## src/shared/sbtc_map.vh

```
// Register map, field positions, reset values and timing for the 16-bit timer/counter.
`ifndef SBTC_MAP_VH
`define SBTC_MAP_VH
`define SBTC_OFF_LOW      12'h000
`define SBTC_OFF_HIGH     12'h004
`define SBTC_OFF_CTRL     12'h008
`define SBTC_OFF_FLAG     12'h00c
`define SBTC_OFF_ENABLE   12'h010
`define SBTC_OFF_STATUS   12'h014
`define SBTC_OFF_MASK     12'h018
`define SBTC_OFF_SYSCLK   12'h01c
`define SBTC_OFF_PORT     12'h020
`define SBTC_BIT_ON       0
`define SBTC_BIT_CS       1
`define SBTC_BIT_SYNCN    2
`define SBTC_BIT_OSCEN    3
`define SBTC_BIT_PS_LO    4
`define SBTC_BIT_PS_HI    5
`define SBTC_BIT_RUN      6
`define SBTC_BIT_OVF      0
`define SBTC_EV_OVF       0
`define SBTC_EV_TRIG      1
`define SBTC_SCS_TMROSC   2'b01
`define SBTC_CTRL_RST     8'h00
`define SBTC_INSTR_DIV    4
`endif

```

## src/hw/sbtc_edge_sync.v

```verilog
// Two-flop synchroniser with rise and fall detection on the second stage.
`timescale 1ns/1ps
`default_nettype none
module sbtc_edge_sync (
  // Clock and reset.
  input  wire core_clk,
  input  wire nrst,
  // Asynchronous level in, synchronous edge pulses out.
  input  wire asyncIn,
  output wire levelOut,
  output wire riseOut,
  output wire fallOut
);
  reg meta_ff;
  reg sync_ff;
  reg prev_ff;

  always @(posedge core_clk or negedge nrst) begin
    if (!nrst) begin
      meta_ff <= 1'b0;
      sync_ff <= 1'b0;
      prev_ff <= 1'b0;
    end else begin
      meta_ff <= asyncIn;
      sync_ff <= meta_ff;
      prev_ff <= sync_ff;
    end
  end

  assign levelOut = sync_ff;
  assign riseOut  = sync_ff & ~prev_ff;
  assign fallOut  = ~sync_ff & prev_ff;
endmodule // sbtc_edge_sync
`default_nettype wire

```

## src/hw/sbtc_timer.v

```verilog
// Sixteen-bit timer/counter with APB register access and a masked interrupt.
`timescale 1ns/1ps
`default_nettype none
`include "sbtc_map.vh"
module sbtc_timer #(
  parameter INSTR_DIV = `SBTC_INSTR_DIV
) (
  // Clock and reset.
  input  wire        core_clk,
  input  wire        nrst,
  // APB slave.
  input  wire        psel,
  input  wire        penable,
  input  wire        pwrite,
  input  wire [11:0] paddr,
  input  wire [31:0] pwdata,
  output reg  [31:0] prdata,
  output reg         pready,
  output reg         pslverr,
  // Oscillator pins, input side and port driver.
  input  wire        oscOutClockInPin,
  input  wire        oscInPin,
  output reg  [1:0]  pinOut,
  output reg  [1:0]  pinOe,
  // System context.
  input  wire        compareTrigger,
  input  wire        sleepMode,
  input  wire        clockMonitorEn,
  input  wire        timerOscFailed,
  // Interrupts.
  output reg         overflowIrq,
  output reg         irq
);
  reg [7:0]  countLow_ff;
  reg [7:0]  countHigh_ff;
  reg [6:0]  ctrl_ff;
  reg        ovfFlag_ff;
  reg        ovfEn_ff;
  reg [1:0]  status_ff;
  reg [1:0]  mask_ff;
  reg [1:0]  sysClkSel_ff;
  reg [1:0]  portDir_ff;
  reg [1:0]  portData_ff;
  reg [1:0]  instrDiv_ff;
  reg [2:0]  prescale_ff;
  reg        armed_ff;
  reg        prevOn_ff;
  reg        prevCs_ff;
  reg [31:0] nxt_prdata;
  reg        nxt_slverr;
  reg        runBit;
  reg        tick;
  reg        scaledTick;
  reg [2:0]  nxt_prescale;
  reg        extTick;
  reg [7:0]  nxt_countLow;
  reg [7:0]  nxt_countHigh;
  reg        nxt_ovfFlag;
  reg [1:0]  nxt_status;
  reg        nxt_overflowIrq;
  reg        nxt_irq;

  localparam [7:0] CTRL_RST = `SBTC_CTRL_RST;

  wire       timerOn  = ctrl_ff[`SBTC_BIT_ON];
  wire       clkSel   = ctrl_ff[`SBTC_BIT_CS];
  wire       syncN    = ctrl_ff[`SBTC_BIT_SYNCN];
  wire       oscEn    = ctrl_ff[`SBTC_BIT_OSCEN];
  wire [1:0] psSel    = ctrl_ff[`SBTC_BIT_PS_HI:`SBTC_BIT_PS_LO];
  wire       extSel   = oscEn ? oscInPin : oscOutClockInPin;
  wire       extRise;
  wire       extFall;
  wire       access   = psel & penable & ~pready;
  // Writes and clear-on-read act on the edge that samples pready high.
  wire       done     = psel & penable & pready;
  wire       wrEn     = done & pwrite;
  wire       rdEn     = done & ~pwrite;
  wire [15:0] countPair = {countHigh_ff, countLow_ff};
  wire       wrap;
  wire       irqNext;

  // Address decode of the register map.
  wire       hitLow    = (paddr == `SBTC_OFF_LOW);
  wire       hitHigh   = (paddr == `SBTC_OFF_HIGH);
  wire       hitCtrl   = (paddr == `SBTC_OFF_CTRL);
  wire       hitFlag   = (paddr == `SBTC_OFF_FLAG);
  wire       hitEnable = (paddr == `SBTC_OFF_ENABLE);
  wire       hitStatus = (paddr == `SBTC_OFF_STATUS);
  wire       hitMask   = (paddr == `SBTC_OFF_MASK);
  wire       hitSysClk = (paddr == `SBTC_OFF_SYSCLK);
  wire       hitPort   = (paddr == `SBTC_OFF_PORT);
  wire       wrLow     = wrEn & hitLow;
  wire       wrHigh    = wrEn & hitHigh;
  wire       wrFlagClr = wrEn & hitFlag & ~pwdata[`SBTC_BIT_OVF];
  wire       rdStatus  = rdEn & hitStatus;

  sbtc_edge_sync extSync (
    .core_clk (core_clk),
    .nrst     (nrst),
    .asyncIn  (extSel),
    .levelOut (),
    .riseOut  (extRise),
    .fallOut  (extFall)
  );

  // Decide where a count step comes from and apply the prescaler.
  always @* begin
    extTick      = armed_ff & extRise;
    tick         = 1'b0;
    nxt_prescale = prescale_ff;
    scaledTick   = 1'b0;
    if (timerOn) begin
      if (!clkSel) begin
        tick = (instrDiv_ff == INSTR_DIV - 1);
      end else begin
        tick = extTick;
      end
    end
    if (tick) begin
      nxt_prescale = prescale_ff + 3'd1;
      case (psSel)
        2'd0:    scaledTick = 1'b1;
        2'd1:    scaledTick = prescale_ff[0];
        2'd2:    scaledTick = &prescale_ff[1:0];
        default: scaledTick = &prescale_ff;
      endcase
      if (scaledTick) begin
        nxt_prescale = 3'd0;
      end
    end
  end

  // In synchronized counter mode sleep halts the count, not the prescaler.
  wire step = scaledTick & ~(clkSel & ~syncN & sleepMode);
  assign wrap    = step & (countPair == 16'hffff);
  assign irqNext = |(status_ff & mask_ff);

  // Run status: oscillator selected and, under the monitor, still alive.
  always @* begin
    runBit = (sysClkSel_ff == `SBTC_SCS_TMROSC) & oscEn;
    if (clockMonitorEn & timerOscFailed) begin
      runBit = 1'b0;
    end
  end

  // Instruction-cycle divider and prescaler.
  always @(posedge core_clk or negedge nrst) begin
    if (!nrst) begin
      instrDiv_ff <= 2'd0;
      prescale_ff <= 3'd0;
    end else begin
      instrDiv_ff <= (instrDiv_ff == INSTR_DIV - 1) ? 2'd0 : instrDiv_ff + 2'd1;
      prescale_ff <= nxt_prescale;
    end
  end

  // Counting edges are armed only by a falling edge seen after enabling.
  always @(posedge core_clk or negedge nrst) begin
    if (!nrst) begin
      armed_ff  <= 1'b0;
      prevOn_ff <= 1'b0;
      prevCs_ff <= 1'b0;
    end else begin
      prevOn_ff <= timerOn;
      prevCs_ff <= clkSel;
      if ((timerOn & ~prevOn_ff) | (clkSel & ~prevCs_ff) | ~timerOn) begin
        armed_ff <= 1'b0;
      end else if (extFall) begin
        armed_ff <= 1'b1;
      end
    end
  end

  // Next count: the compare trigger beats a software write, which beats a step.
  always @* begin
    nxt_countLow  = countLow_ff;
    nxt_countHigh = countHigh_ff;
    if (compareTrigger) begin
      nxt_countLow  = 8'h00;
      nxt_countHigh = 8'h00;
    end else if (wrLow) begin
      nxt_countLow = pwdata[7:0];
    end else if (wrHigh) begin
      nxt_countHigh = pwdata[7:0];
    end else if (step) begin
      nxt_countLow = countLow_ff + 8'h01;
      if (countLow_ff == 8'hff) begin
        nxt_countHigh = countHigh_ff + 8'h01;
      end
    end
  end

  // Next flags: a hardware event in the cycle of its clear keeps the bit set.
  always @* begin
    nxt_ovfFlag = ovfFlag_ff;
    if (wrFlagClr) begin
      nxt_ovfFlag = 1'b0;
    end
    if (wrap) begin
      nxt_ovfFlag = 1'b1;
    end
    nxt_status = status_ff;
    if (rdStatus) begin
      nxt_status = 2'b00;
    end
    nxt_status      = nxt_status | {compareTrigger, wrap};
    nxt_overflowIrq = (ovfFlag_ff | wrap) & ovfEn_ff;
    nxt_irq         = irqNext;
  end

  // Count pair.
  always @(posedge core_clk or negedge nrst) begin
    if (!nrst) begin
      countLow_ff  <= 8'h00;
      countHigh_ff <= 8'h00;
    end else begin
      countLow_ff  <= nxt_countLow;
      countHigh_ff <= nxt_countHigh;
    end
  end

  // Software-owned control registers.
  always @(posedge core_clk or negedge nrst) begin
    if (!nrst) begin
      ctrl_ff      <= CTRL_RST[6:0];
      ovfEn_ff     <= 1'b0;
      mask_ff      <= 2'b00;
      sysClkSel_ff <= 2'b00;
      portDir_ff   <= 2'b11;
      portData_ff  <= 2'b00;
    end else begin
      if (wrEn & hitCtrl) begin
        ctrl_ff <= {1'b0, pwdata[5:0]};
      end
      if (wrEn & hitEnable) begin
        ovfEn_ff <= pwdata[`SBTC_BIT_OVF];
      end
      if (wrEn & hitMask) begin
        mask_ff <= pwdata[1:0];
      end
      if (wrEn & hitSysClk) begin
        sysClkSel_ff <= pwdata[1:0];
      end
      if (wrEn & hitPort) begin
        portDir_ff  <= pwdata[1:0];
        portData_ff <= pwdata[9:8];
      end
    end
  end

  // Flags and interrupt outputs.
  always @(posedge core_clk or negedge nrst) begin
    if (!nrst) begin
      ovfFlag_ff  <= 1'b0;
      status_ff   <= 2'b00;
      overflowIrq <= 1'b0;
      irq         <= 1'b0;
    end else begin
      ovfFlag_ff  <= nxt_ovfFlag;
      status_ff   <= nxt_status;
      overflowIrq <= nxt_overflowIrq;
      irq         <= nxt_irq;
    end
  end

  // Pin drivers: an enabled oscillator takes both pins as inputs.
  always @(posedge core_clk or negedge nrst) begin
    if (!nrst) begin
      pinOut <= 2'b00;
      pinOe  <= 2'b00;
    end else begin
      pinOut <= portData_ff;
      pinOe  <= oscEn ? 2'b00 : ~portDir_ff;
    end
  end

  // Read mux and APB answer, one wait state.
  always @* begin
    nxt_prdata = 32'h0000_0000;
    nxt_slverr = 1'b0;
    case (paddr)
      `SBTC_OFF_LOW:    nxt_prdata[7:0] = countLow_ff;
      `SBTC_OFF_HIGH:   nxt_prdata[7:0] = countHigh_ff;
      `SBTC_OFF_CTRL:   nxt_prdata[6:0] = {runBit, ctrl_ff[5:0]};
      `SBTC_OFF_FLAG:   nxt_prdata[0]   = ovfFlag_ff;
      `SBTC_OFF_ENABLE: nxt_prdata[0]   = ovfEn_ff;
      `SBTC_OFF_STATUS: nxt_prdata[1:0] = status_ff;
      `SBTC_OFF_MASK:   nxt_prdata[1:0] = mask_ff;
      `SBTC_OFF_SYSCLK: nxt_prdata[1:0] = sysClkSel_ff;
      `SBTC_OFF_PORT:   begin
        nxt_prdata[1:0] = portDir_ff;
        nxt_prdata[9:8] = portData_ff;
        nxt_prdata[17:16] = oscEn ? 2'b00 : {oscInPin, oscOutClockInPin};
      end
      default:          nxt_slverr = 1'b1;
    endcase
  end

  always @(posedge core_clk or negedge nrst) begin
    if (!nrst) begin
      prdata  <= 32'h0000_0000;
      pready  <= 1'b0;
      pslverr <= 1'b0;
    end else begin
      pready  <= access;
      pslverr <= access & nxt_slverr;
      if (access && !pwrite) begin
        prdata <= nxt_prdata;
      end
    end
  end
endmodule // sbtc_timer
`default_nettype wire

```

## config.mk

```make
export PLATFORM = sky130hd
export DESIGN_NAME = sbtc_timer
export DESIGN_NICKNAME = d
export VERILOG_FILES = /design/src/hw/sbtc_edge_sync.v /design/src/hw/sbtc_timer.v
export VERILOG_INCLUDE_DIRS = /design/src /design/src/shared
export SDC_FILE = /design/constraint.sdc
export NUM_CORES = 1
export LEC_CHECK = 0
export BUFFER_PORTS_ARGS = -buffer_cell sky130_fd_sc_hd__clkbuf_2
export CORE_MARGIN = 1
export CORE_UTILIZATION = 50
export DETAILED_ROUTE_END_ITERATION = 7
export PLACE_DENSITY = 0.73
export SYNTH_ARGS = -nofsm -noshare
export SYNTH_HDL_FRONTEND = slang
export SYNTH_SLANG_ARGS = --single-unit
```

## constraint.sdc

```tcl
create_clock -name core_clk -period 2.3 [get_ports core_clk]
set_input_delay 0 -clock core_clk [delete_from_list [all_inputs] [get_ports core_clk]]
set_output_delay 0 -clock core_clk [all_outputs]
set_load 0.02 [all_outputs]
```

# --- Word-level counts from Yosys, hierarchy flattened ---
# Cells that the tools add are included.
word_totals:
  register_bits: 65
  latchBits: 0
  ramBits: 0
  mem_bits_ro: 0
  input_bits: 55
  output_inout_bits: 40
  word_cells: 136
  mem_count: 0
classes:
  add_sub_neg: 4
  mul: 0
  div_mod_pow: 0
  order_cmp: 0
  eq_ne: 16
  shifts: 0
  n_mux: 32
  n_bitwise: 44
  n_reduce_logical: 15
ops:
  columns: ["op", "n"]
  rows:
  - ["$mux 8", 9]
  - ["$eq 12x5->1 const B", 4]
  - ["$and 1x1->1", 28]
  - ["$eq 12x4->1 const B", 2]
  - ["$add 8x1->8 const B", 2]
  - ["$eq 16x16->1 const B", 1]
  - ["$pmux 5 s3", 1]
  - ["$eq 12x3->1 const B", 1]
  - ["$eq 12x6->1 const B", 1]
  - ["$logic_not 12->1", 1]
  - ["$mux 2", 6]
  - ["$mux 1", 11]
  - ["$not 1->1", 10]
  - ["$pmux 1 s9", 1]
  - ["$reduce_bool 3->1", 3]
  - ["$reduce_or 9->1", 1]
  - ["$eq 8x8->1 const B", 1]
  - ["$pmux 1 s7", 1]
  - ["$reduce_and 3->1", 2]
  - ["$eq 2x1->1 const B", 2]
  - ["$eq 2x2->1 const B", 2]
  - ["$reduce_and 2->1", 2]
  - ["$reduce_bool 2->1", 2]
  - ["$add 3x1->3 const B", 1]
  - ["other kinds (14)", 16]

# --- Depth between registers and ports, before layout ---
depth:
  ltp_word: 12
  depth_mapped: 8
  mapped_depth_nobuf: 7

# --- Cells and area by module ---
# A second synthesis with hierarchy kept.
unflattened:
  cells_unflattened: 351
  area_unflattened_um2: 3529.6
modules_own_cells:
  columns: ["module", "n_inst", "cells_each", "area_per_inst_um2", "seq_area_each_um2"]
  rows:
  - ["sbtc_timer", 1, 346, 3439.5, 1554.0]
  - ["sbtc_edge_sync", 1, 5, 90.1, 75.1]

# --- Worst setup path before layout ---
# OpenSTA, ideal clock, no wires.
synth_path:
  kind: "register to register"
  startpoint: "register pready"
  endpoint: "register countLow_ff[0]"
  setup_ns: 0.139
  arrival_ns: 1.994
  required_ns: 2.161
  setup_slack_ns: 0.167
  stages_incl_launch_ff: 7
  n_path_buf: 2
  period_less_slack_ns: 2.133
  cell_sequence: "dfrtp_1 > nand4_1 > or4_1 > buf_2 > clkbuf_1 > o21ai_0 > a31oi_1"
synth_via:
  elab_chain_cells: 5
  elab_cells_between_ends: 9
  classes_between: "eq/ne (1); mux (2); bitwise (4); reduce/logical (2)"
synth_lines:
  columns: ["item", "line_no", "rtl"]
  rows:
  - ["from (decl)", "sbtc_timer.v:18", "output reg pready,"]
  - ["from (signal assigned)", "sbtc_timer.v:305", "pready <= access;"]
  - ["$and 1x1->1 (*)", "sbtc_timer.v:75", "wire done = psel & penable & pready;"]
  - ["$and 1x1->1 (*)", "sbtc_timer.v:76", "wire wrEn = done & pwrite;"]
  - ["$and 1x1->1, on equally long branches", "sbtc_timer.v:92, sbtc_timer.v:93", null]
  - ["$ne 3x3->1 (no line) (tied with other cells)", null, null]
  - ["$reduce_and 2->1 (no line) or $mux 8 (tied branches)", null, null]
  - ["to (signal assigned)", "sbtc_timer.v:217", "countLow_ff <= nxt_countLow;"]
  - ["to (decl)", "sbtc_timer.v:34", "reg [7:0] countLow_ff;"]
# Every way passes the cells marked *; elsewhere a longest branch is shown, timed or not.
# A chain may end at the register's enable or synchronous reset.

# --- Worst setup path after layout ---
layout_path:
  startpoint: "register prescale_ff[0]"
  endpoint: "register countLow_ff[0]"
layout_via:
  elab_chain_cells: 7
  elab_cells_between_ends: 8
  classes_between: "mux (3); bitwise (1); reduce/logical (4)"
layout_lines:
  columns: ["item", "line_no", "rtl"]
  rows:
  - ["from (decl)", "sbtc_timer.v:45", "reg [2:0] prescale_ff;"]
  - ["from (signal assigned)", "sbtc_timer.v:153", "prescale_ff <= nxt_prescale;"]
  - ["$reduce_and 3->1 or $reduce_and 2->1 (tied branches)", "sbtc_timer.v:125, sbtc_timer.v:124", null]
  - ["$pmux 1 s3 (*)", "sbtc_timer.v:121", "case (psSel)"]
  - ["$mux 1 (*) (2 in a row)", "sbtc_timer.v:119", "if (tick) begin"]
  - ["$and 1x1->1 (*)", "sbtc_timer.v:134", "wire step = scaledTick & ~(clkSel & ~syncN & sleepMode);"]
  - ["$reduce_bool 3->1 (no line) (*)", null, null]
  - ["$reduce_and 2->1 (no line) (*)", null, null]
# Every way passes the cells marked *; elsewhere a longest branch is shown, timed or not. The select of a mux whose other input is x is not followed.

==> summary.txt <==
Yosys
  – Netlist Area Pre-Place: 3580 µm²
  – Dominant cell type by area after synthesis: dfrtp_1
  – Most used DFF post-synth: dfrtp_1
  – Synth top area cells: dfrtp_1 (44%), mux2_2 (5.0%), buf_4 (4.2%), nand3_1 (2.4%), nand2_1 (2.2%)
  – Syn_area_per_cell: 10.1 µm²
  – Unique masters post-synth: 62
  – Post-synthesis sequential area ratio: 0.455
  – Area share of the largest cell type after synthesis: 0.441
  – Synth Register Bits: 65
  – Ys Warns: 0
  – Number of synthesized flops with an enable pin: 0
  – Syn Inst Count: 353
  – Asr flop ratio synth: 1.00

Worst setup path
  – CP delay by family, top: buffers and inverters
  – Kind of critical path: reg2reg
  – Arr. time, crit path: 2.43 ns
  – Crit path capture type: register
  – Crit-path cells: ha_1, ha_1, mux2i_1, a211oi_2, buf_4, nand2_1, buf_4, buf_4, or3_1, a31oi_1
  – Worst Path Max Fanout: 7
  – Critical path's slowest cell: dfrtp_1
  – Buf/Inv on CP: 3
  – CP Data Required Time: 2.56 ns
  – Startpoint types: register
  – Cell mode on critical path: buf_4
  – RR Startpoint: prescale_ff[0]
  – Slowest stage delay, CP: 0.37 ns
  – Crit path launch: prescale_ff[0]

Routing
  – Antenna Nets Post-Route: 0
  – Routed WL per cell: 17.2 µm
  – 1st-pass router iterations: 5
  – Vias post-DR: 3186
  – Vias per cell: 5.94
  – Initial DRC Count: 275
  – Post-Route WL: 9200 µm
  – Drt drc: 0

STA
  – Final setup vio count: 0
  – Period utilization: 0.943
  – Final count of pins violating max slew: 0
  – Worst clock skew: 0.0107 ns
  – Fmax: 461 MHz
  – Fin crit period: 2.17 ns
  – Final setup margin: 0.131 ns
  – Final Hold Violating Endpoints: 0
  – Worst-Margin Slew: 0.574 ns
  – WHS: 0.0372 ns
  – Slew HR: 0.607

Clock network
  – CTS clk-pin slew, worst paths: 0.07 ns
  – CTS Buf Count: 9
  – Clk root buf: clkbuf_8
  – Worst skew pair latency: 0.35 ns
  – Max H-tree Level: 3
  – Post-CTS sizing: 0
  – CTS tree: yes
  – Max clock buf depth: 2
  – CTS Sinks: 65

Power and ir drop
  – Comb pwr share: 0.088
  – Clock network power share: 0.391
  – P_int: 1.64 mW
  – Power per standard cell area: 516 nW/µm²
  – Worst ir drop on vdd: 0.000362 V
  – Sw Share: 0.261
  – Seq pwr share: 0.522
  – Pleak: 1.90 nW
  – P_sw: 0.578 mW

Global route
  – First-pass GRT wire length: 15300 µm
  – Total grt overflow: 0
  – Largest net degree at the start of global routing: 66
  – Vias in the first global route: 3080
  – Initial antenna violation count: 0
  – GRT Overall Usage: 0.272

Placement
  – Place WS: 0.0256 ns
  – RD Place Congestion: 0.922
  – IO Port Bufs: 52
  – Dpl hpwl: 6610 µm
  – Placed cells: 503

Floorplanning
  – Die height: 86.6 µm
  – Core Footprint: 6870 µm²
  – Die area: 7500 µm²
  – Initial core utilization: 0.521
  – Chip width: 86.6 µm
  – Rows: 30
  – # IOs: 95

Worst hold path
  – HP Class: in2reg
  – Hold wc startpoint: pwdata[1]

Layout
  – Fin nets: 495
  – Layout area overhead: 19.9%
  – Non-Filler Instances: 536
  – Core Util, Final: 0.625
  – Ant diodes: 0
  – Share of post-route cells with drive strength above 1: 0.270

Status
  – Status: finished, final reports clean

Flow run
  – Max cap viols: 0
==> path summary, 6_finish.rpt <==
check                              endpoint  slack (ns)  depth (start not counted)
max                          countLow_ff[0]        0.13                         10
min                              ctrl_ff[1]        0.04                          3
max reg2reg                  countLow_ff[0]        0.13                         10
min reg2reg                extSync.levelOut        0.35                          0
max in group asynchronous     portDir_ff[1]        1.79                          3
min in group asynchronous         prdata[8]        0.20                          3
==> cell usage in the layout (no fill, tap or decap), types with 7 or more instances in the layout <==
| cell type | instances |
|---|---|
| a21oi_1 | 11 |
| nand4_1 | 12 |
| o21ai_0 | 15 |
| dfrtp_1 | 63 |
| a31oi_1 | 10 |
| clkbuf_8 | 10 |
| nand3_1 | 17 |
| buf_4 | 21 |
| or4_1 | 9 |
| dlygate4sd3_1 | 15 |
| nor2_1 | 18 |
| nand2_1 | 21 |
| inv_1 | 14 |
| clkbuf_2 | 52 |
| nor3_1 | 7 |
| conb_1 | 20 |
| mux2_2 | 16 |
==> layout make-up <==
type                       count  area (µm²)
fill                         604        2580
inverter                      14        52.6
sequential                    65        1630
multi-input combinational    256        1730
clock inverter                 4        28.8
timing repair buffer          89         588
clock buffer                  12         145
tap                           96         120
==> state kept, by name (all words and copies together) (netlist names), 2 cells and up <==
name          flops
instrDiv_ff       2
countLow_ff       8
mask_ff           2
prdata           12
prescale_ff       3
portData_ff       2
countHigh_ff      8
pinOe             2
pinOut            2
portDir_ff        2
sysClkSel_ff      2
status_ff         2
ctrl_ff           6
==> kinds of logic (layout without fill, tap and decap cells) <==
logic type,Yosys count,count (layout),synth area share
other,1,20,0.00105
flip-flops,65,65,0.455
AND/OR/NAND/NOR,119,119,0.194
adder cells (fa/ha/maj),5,5,0.0175
buffers and inverters,51,119,0.0818
multiplexers,21,21,0.0678
AO/OA/AOI/OAI,91,91,0.183
==> cell usage after synthesis (all sizes together), types with 3 or more instances <==
library cell	n
a211oi	4
o211ai	3
nand2	21
nand2b	3
o21ai	19
mux2i	4
nor3	8
dfrtp	63
or4	10
nor2	18
and3	3
a32oi	5
clkbuf	11
a21oi	11
o32ai	4
a2111oi	3
ha	5
a222oi	5
or2	3
nand3	17
buf	26
a31oi	10
o2111ai	3
and2	3
a22o	5
or3	4
mux2	16
o31ai	4
inv	14
nand4	12
nor4	9
==> tightest hold or removal path, stage by stage <==
cell and delay (ns):
clkbuf_2 0.17, nand3_1 0.10, o21ai_0 0.07
==> power groups by stage <==
stage	logic, mW	clock network [mW]	registers, mW
after global routing	0.216	0.933	1.16
final	0.194	0.866	1.16
after detailed placement	0.173	0	1.18
after global placement	0.172	0	1.18
after floorplan	0.106	0	1.18
after CTS	0.194	0.883	1.16
==> routing by layer <==
metal	global-route usage	vias up	wire [µm]
met1	0.372	1563	4110
met3	0.0648	11	574
li1	-	1497	-
met2	0.432	115	4390
met4	0.0758	0	128
met5	0	-	0
==> what timing repair did <==
item	CTS	global route
setup buffers	0	2
endpoints found under the setup margin	0	11
hold buffers	15	0
hold endpoints to repair	84	0
==> through the flow <==
step | setup TNS, ns | power, mW | area, µm²
2_1_floorplan | 0 | 1.29 | 3650
3_3_place_gp | 0 | 1.35 | 3950
3_5_place_dp | 0 | 1.35 | 3950
4_1_cts | 0 | 2.23 | 4280
5_1_grt | -0.0325 | 2.31 | 4290
6_report | 0 | 2.22 | 4290
No activity file was read; power rests on OpenSTA's default activity.
